### src/verilog/rhpd_pkg.sv
// constants for the root hub power descriptor register bank
// assumes an 8-bit command code port with 32-bit data words
package rhpd_pkg;

  localparam int          DATA_W          = 32;
  localparam int          CODE_W          = 8;
  localparam int          NUM_PORTS       = 2;

  // command codes: read and write of each descriptor register
  localparam logic [7:0]  CMD_RD_SWITCH   = 8'h12;
  localparam logic [7:0]  CMD_WR_SWITCH   = 8'h92;
  localparam logic [7:0]  CMD_RD_PORTPWR  = 8'h13;
  localparam logic [7:0]  CMD_WR_PORTPWR  = 8'h93;

  // switching descriptor field positions
  localparam int          SW_NDP_LSB      = 0;
  localparam int          SW_NDP_MSB      = 1;
  localparam int          SW_PSM_BIT      = 8;
  localparam int          SW_NPS_BIT      = 9;
  localparam int          SW_DT_BIT       = 10;
  localparam int          SW_OCPM_BIT     = 11;
  localparam int          SW_NOCP_BIT     = 12;
  localparam int          SW_POTPGT_LSB   = 24;
  localparam int          SW_POTPGT_MSB   = 31;

  // port power descriptor field positions
  localparam int          PP_DR_LSB       = 0;
  localparam int          PP_DR_MSB       = 2;
  localparam int          PP_PPCM_LSB     = 16;
  localparam int          PP_PPCM_MSB     = 18;

  // reset values
  localparam logic [1:0]  RST_NDP         = 2'h2;
  localparam logic        RST_PSM         = 1'b1;
  localparam logic        RST_NPS         = 1'b0;
  localparam logic        RST_OCPM        = 1'b1;
  localparam logic        RST_NOCP        = 1'b0;
  localparam logic [7:0]  RST_POTPGT      = 8'hff;
  localparam logic [2:0]  RST_PPCM        = 3'h0;
  localparam logic [2:0]  RST_DR          = 3'h0;
  // bit 0 of the per-port fields never holds state
  localparam logic [2:0]  PORT_FIELD_MASK = 3'h6;

  localparam logic [31:0] ZERO_WORD       = 32'h0000_0000;

endpackage

### src/verilog/rhpd_regs.sv
// root hub switching and port power descriptor registers with port power control
// assumes command, data and power command inputs come from logic on CORE_CLK_IN
`timescale 1ns/1ps

module rhpd_regs #(
  parameter logic [2:0] PPCM_RESET = rhpd_pkg::RST_PPCM,
  parameter logic [2:0] DR_RESET   = rhpd_pkg::RST_DR
) (
  input  wire logic                          CORE_CLK_IN,
  input  wire logic                          RST_IN,
  input  wire logic                          CMD_VALID_IN,
  input  wire logic [rhpd_pkg::CODE_W-1:0]   CMD_CODE_IN,
  input  wire logic [rhpd_pkg::DATA_W-1:0]   CMD_WDATA_IN,
  input  wire logic                          GLOBAL_SET_PWR_IN,
  input  wire logic                          GLOBAL_CLR_PWR_IN,
  input  wire logic [rhpd_pkg::NUM_PORTS:1]  PORT_SET_PWR_IN,
  input  wire logic [rhpd_pkg::NUM_PORTS:1]  PORT_CLR_PWR_IN,
  output logic      [rhpd_pkg::DATA_W-1:0]   RDATA_OUT,
  output logic                               RDATA_VALID_OUT,
  output logic      [rhpd_pkg::NUM_PORTS:1]  PORT_POWER_OUT,
  output logic      [rhpd_pkg::NUM_PORTS:1]  DEVICE_REMOVABLE_OUT
);
  import rhpd_pkg::*;

  logic                   power_switch_mode_r;
  logic                   no_power_switching_r;
  logic                   ocp_mode_r;
  logic                   no_ocp_r;
  logic [7:0]             pwr_good_time_r;
  logic [2:0]             port_power_ctrl_mask_r;
  logic [2:0]             device_removable_flags_r;
  logic [NUM_PORTS:1]     port_power_state_r;
  logic [NUM_PORTS:1]     port_power_state_nxt;
  logic [DATA_W-1:0]      switching_desc_word;
  logic [DATA_W-1:0]      port_power_desc_word;
  logic                   wr_switch;
  logic                   wr_portpwr;
  logic                   per_port_mode;

  assign wr_switch  = CMD_VALID_IN && (CMD_CODE_IN == CMD_WR_SWITCH);
  assign wr_portpwr = CMD_VALID_IN && (CMD_CODE_IN == CMD_WR_PORTPWR);

  // mode bit gated by switching present
  assign per_port_mode = power_switch_mode_r && !no_power_switching_r;

  always_ff @(posedge CORE_CLK_IN) begin
    if (RST_IN) begin
      power_switch_mode_r  <= RST_PSM;
      no_power_switching_r <= RST_NPS;
      ocp_mode_r           <= RST_OCPM;
      no_ocp_r             <= RST_NOCP;
      pwr_good_time_r      <= RST_POTPGT;
    end else if (wr_switch) begin
      power_switch_mode_r  <= CMD_WDATA_IN[SW_PSM_BIT];
      no_power_switching_r <= CMD_WDATA_IN[SW_NPS_BIT];
      ocp_mode_r           <= CMD_WDATA_IN[SW_OCPM_BIT];
      no_ocp_r             <= CMD_WDATA_IN[SW_NOCP_BIT];
      pwr_good_time_r      <= CMD_WDATA_IN[SW_POTPGT_MSB:SW_POTPGT_LSB];
    end
  end

  always_ff @(posedge CORE_CLK_IN) begin
    if (RST_IN) begin
      port_power_ctrl_mask_r   <= PPCM_RESET & PORT_FIELD_MASK;
      device_removable_flags_r <= DR_RESET & PORT_FIELD_MASK;
    end else if (wr_portpwr) begin
      port_power_ctrl_mask_r   <= CMD_WDATA_IN[PP_PPCM_MSB:PP_PPCM_LSB] & PORT_FIELD_MASK;
      device_removable_flags_r <= CMD_WDATA_IN[PP_DR_MSB:PP_DR_LSB] & PORT_FIELD_MASK;
    end
  end

  // per-port power decision; a set and clear together leave the port powered
  always_comb begin
    port_power_state_nxt = port_power_state_r;
    for (int p = 1; p <= NUM_PORTS; p++) begin
      if (no_power_switching_r) begin
        port_power_state_nxt[p] = 1'b1;
      end else if (per_port_mode && port_power_ctrl_mask_r[p]) begin
        if (PORT_SET_PWR_IN[p]) begin
          port_power_state_nxt[p] = 1'b1;
        end else if (PORT_CLR_PWR_IN[p]) begin
          port_power_state_nxt[p] = 1'b0;
        end
      end else begin
        if (GLOBAL_SET_PWR_IN) begin
          port_power_state_nxt[p] = 1'b1;
        end else if (GLOBAL_CLR_PWR_IN) begin
          port_power_state_nxt[p] = 1'b0;
        end
      end
    end
  end

  always_ff @(posedge CORE_CLK_IN) begin
    if (RST_IN) begin
      port_power_state_r <= '0;
    end else begin
      port_power_state_r <= port_power_state_nxt;
    end
  end

  always_comb begin
    switching_desc_word                              = ZERO_WORD;
    switching_desc_word[SW_NDP_MSB:SW_NDP_LSB]       = RST_NDP;
    switching_desc_word[SW_PSM_BIT]                  = power_switch_mode_r;
    switching_desc_word[SW_NPS_BIT]                  = no_power_switching_r;
    switching_desc_word[SW_DT_BIT]                   = 1'b0;
    switching_desc_word[SW_OCPM_BIT]                 = ocp_mode_r;
    switching_desc_word[SW_NOCP_BIT]                 = no_ocp_r;
    switching_desc_word[SW_POTPGT_MSB:SW_POTPGT_LSB] = pwr_good_time_r;
    port_power_desc_word                             = ZERO_WORD;
    port_power_desc_word[PP_PPCM_MSB:PP_PPCM_LSB]    = port_power_ctrl_mask_r;
    port_power_desc_word[PP_DR_MSB:PP_DR_LSB]        = device_removable_flags_r;
  end

  // reads answer one cycle after the code; unknown codes give no answer
  always_ff @(posedge CORE_CLK_IN) begin
    if (RST_IN) begin
      RDATA_OUT       <= ZERO_WORD;
      RDATA_VALID_OUT <= 1'b0;
    end else begin
      RDATA_VALID_OUT <= 1'b0;
      if (CMD_VALID_IN && (CMD_CODE_IN == CMD_RD_SWITCH)) begin
        RDATA_OUT       <= switching_desc_word;
        RDATA_VALID_OUT <= 1'b1;
      end else if (CMD_VALID_IN && (CMD_CODE_IN == CMD_RD_PORTPWR)) begin
        RDATA_OUT       <= port_power_desc_word;
        RDATA_VALID_OUT <= 1'b1;
      end
    end
  end

  always_ff @(posedge CORE_CLK_IN) begin
    if (RST_IN) begin
      PORT_POWER_OUT       <= '0;
      DEVICE_REMOVABLE_OUT <= '0;
    end else begin
      PORT_POWER_OUT       <= port_power_state_nxt;
      DEVICE_REMOVABLE_OUT <= device_removable_flags_r[NUM_PORTS:1];
    end
  end

endmodule

### config.mk
export PLATFORM = sky130hd
export DESIGN_NAME = rhpd_regs
export DESIGN_NICKNAME = d
export VERILOG_FILES = /design/src/verilog/rhpd_pkg.sv /design/src/verilog/rhpd_regs.sv
export SDC_FILE = /design/constraint.sdc
export NUM_CORES = 1
export LEC_CHECK = 0
export ABC_CLOCK_PERIOD_IN_PS = 2710
export BUFFER_PORTS_ARGS = -buffer_cell sky130_fd_sc_hd__buf_2
export CORE_MARGIN = 10
export CORE_UTILIZATION = 48
export CTS_CLUSTER_DIAMETER = 40
export DETAILED_ROUTE_END_ITERATION = 12
export GPL_ROUTABILITY_DRIVEN = 0
export HOLD_SLACK_MARGIN = 0.03
export PLACE_DENSITY = 0.83
export SETUP_SLACK_MARGIN = 0.05
export SYNTH_ARGS = -nofsm -noshare
export SYNTH_HDL_FRONTEND = slang
export SYNTH_SLANG_ARGS = --single-unit
### constraint.sdc
create_clock -name CORE_CLK_IN -period 2.71 [get_ports CORE_CLK_IN]
set_input_delay 0.271 -clock CORE_CLK_IN [delete_from_list [all_inputs] [get_ports CORE_CLK_IN]]
set_output_delay 0.271 -clock CORE_CLK_IN [all_outputs]
set_load 0.02 [all_outputs]
==> impl_metrics.csv <==
group,metric,value,unit
status,status,"finished, final reports clean",
synthesis,synth_top_area_share,44.2,%
timing,final-setup-viol-count,0,
synthesis,synth_top_area_cell,"dfxtp_1",
timing,slew_viol_final,0,
clock_tree,cts_resized,0,
layout,syn2layout_area_growth,17.5,%
synthesis,netlist_area,1680,µm²
floorplan,rows,21,
place,post-dp-hpwl,3090,µm
layout,final_layout_size_suffix_gt1_share,30.0,%
layout,fillers,340,
route,dr.pass1.iters,4,
global_routing,overflow,0,
synthesis,synthTopCellsByCount,"dfxtp_1, nor2_1, buf_4, a21oi_1",
timing,finalCriticalPeriod,1400,ps
timing,finalSetupTns,0,ps
power_and_ir_drop,totalPowerFinal,0.00101,W
timing,hold_viol,0,
floorplan,core_area,3360,µm²
route,drc,0,
critical_path,crit_required,2960,ps
route,postRouteAntennaNets,0,
global_routing,antenna_found_initial,0,
clock_tree,hold_buffers,0,
hold_path,min_path_type,"in2reg",
clock_tree,cts_setup_buffers,0,
synthesis,synth_seq_area_share,44.2,%
route,drt-vias-per-instance,4.97,
clock_tree,cts_root_buffer,"clkbuf_4",
critical_path,worst_setup_path_start_kind,"primary input",
critical_path,end_kind,"flip-flop",
clock_tree,h-tree-depth,2,
route,wl_per_cell,14.3,µm
floorplan,die_w,79.1,µm
synthesis,ys_ff_latch,37,
route,drt_iter0_drc,62,
timing,worst_slew_pin_slew,776,ps
place,io_buffer_count,53,
synthesis,synthCells,186,
clock_tree,clockBufferDepth,2,
synthesis,synth_edf_count,0,
timing,max_freq,714,MHz
critical_path,rr_startpoint,"no_power_switching_r$_SDFFE_PP0P_",
global_routing,grt_pass1_wl,6490,µm
critical_path,rr_worst_depth,3,
global_routing,first_global_vias,1357,
route,vias,1387,
synthesis,ys_types,27,
power_and_ir_drop,leakagePower,0.830,nW
synthesis,yosysWarnings,0,
synthesis,avgSynthCellArea,9.01,µm²
global_routing,grtUsageTotal,12.9,%
clock_tree,clk_pin_slew,110,ps
critical_path,cp.arrival,1650,ps
clock_tree,clk_latency,340,ps
synthesis,ys_top_cells_by_area,"dfxtp_1, mux2i_1, buf_4",
timing,maxSlewHeadroom,48.3,%
hold_path,worstHoldEndpoint,"port_power_ctrl_mask_r[2]$_SDFFE_PP0P_",
critical_path,crit_chain,"buf_2 > nand4bb_1 > buf_4 > or4_4 > mux2_4",
floorplan,die_h,79.1,µm
floorplan,dieArea,6260,µm²
synthesis,ys.flop_type,"dfxtp_1",
critical_path,crit_family,"simple AND/OR/NAND/NOR gates",
hold_path,worst_hold_path.num_cells,3,
clock_tree,numCtsBuffers,5,
route,drt_wl_total,4000,µm
timing,fin_crit_sh,51.7,%
critical_path,cpPeakStageDelay,570,ps
layout,antenna_cells,0,
hold_path,hp-start,"CMD_WDATA_IN[18]",
critical_path,cp_slowest_cell,"or4_4",
critical_path,crit_type,"in2reg",
clock_tree,clock-sinks,37,
critical_path,crit_fanout,19,
flow_run,maxCapViolCount,0,
layout,nNetsFinal,282,
critical_path,reg2reg_setup_slack,1770,ps
power_and_ir_drop,ir_worst_vdd,0.419,mV
floorplan,start_util,49.9,%
critical_path,worst-path-buf-inv,2,
clock_tree,cts_tree,"yes",
synthesis,async_flop_share,0,%
critical_path,r2r_end,"PORT_POWER_OUT[2]$_SDFFE_PP0P_",
synthesis,yosysMostFrequentCell,"dfxtp_1",
power_and_ir_drop,power_density,510,nW/µm²
global_routing,grt_max_degree,52,
timing,fin_worst_hold_slack,171,ps
floorplan,ios,86,
timing,rsz0062_at_grt,"no",
timing,finClkSkew,6.36,ps
routing by layer:
metal	global-route usage (%)	vias up	routed length, µm
li1	-	711	-
met3	6.87	5	375
met2	21.7	45	2020
met1	13.4	626	1550
met4	4.30	0	50
met5	0	-	0
worst reg2reg max path: cells and delay by family, from the launching register on:
kind | cells | cell delay [ps]
compound gates | 1 | 240
flops | 1 | 410
simple gates | 2 | 200
logic make-up after synthesis:
kind of cell | count (synthesis) | synth area share (%)
flops | 37 | 44.2
simple gates | 67 | 23.7
mux | 16 | 10.1
buf+inv | 32 | 11.5
compound gates | 33 | 10.3
other cells | 1 | 0.224
through the flow:
step,setup slack (ps),instance area [µm²],cells,utilization [%]
after detailed placement,944,1900,272,56.4
after CTS,1310,1970,279,58.6
final,1310,1970,279,58.6
after floorplan,1080,1730,201,-
after global placement,948,1900,272,56.4
after global routing,1230,1970,279,58.6
placed cells by master, fill, tap and decap left out, drive strengths merged, types with 5 or more instances in the layout:
master  count
buf        56
dfxtp      37
nor2       21
a21oi      16
conb       16
o21ai      15
nand4      15
mux2i      14
nand2b     10
nor2b       6
clkbuf      5
layout make-up:
cell class	instances	area [µm²]	share of cell area, %
Clock inverter	2	35.0	1.78
Multi-Input combinational cell	132	808	41.0
Timing Repair Buffer	56	288	14.6
Clock buffer	5	37.5	1.90
Tap cell	46	57.6	2.92
Sequential cell	37	741	37.6
Inverter	1	3.75	0.190
worst max-delay path by stage:
stage,startpoint,endpoint,depth (start not counted)
2_1_floorplan,CMD_CODE_IN[6],device_removable_flags_r[1]$_SDFFE_PP0P_,5
3_3_place_gp,CMD_CODE_IN[6],device_removable_flags_r[2]$_SDFFE_PP0P_,5
3_5_place_dp,CMD_CODE_IN[6],device_removable_flags_r[1]$_SDFFE_PP0P_,5
4_1_cts,CMD_CODE_IN[6],device_removable_flags_r[2]$_SDFFE_PP0P_,5
5_1_grt,CMD_CODE_IN[3],RDATA_OUT[18]$_SDFFE_PP0P_,4
6_report,CMD_CODE_IN[6],device_removable_flags_r[2]$_SDFFE_PP0P_,5
sequential cells by signal, summed over array words and instances (netlist names):
register	flops
ocp_mode_r	1
no_ocp_r	1
no_power_switching_r	1
pwr_good_time_r	8
port_power_ctrl_mask_r	2
RDATA_OUT	16
DEVICE_REMOVABLE_OUT	2
power_switch_mode_r	1
device_removable_flags_r	2
RDATA_VALID_OUT	1
PORT_POWER_OUT	2
report_power, final:
group | internal [W] | switching, W
clock | 0.000188 | 0.000178
sequential | 0.000546 | 0.00000158
combinational | 0.0000308 | 0.0000603
total | 0.000765 | 0.000240
No activity file was read; power rests on OpenSTA's default activity.
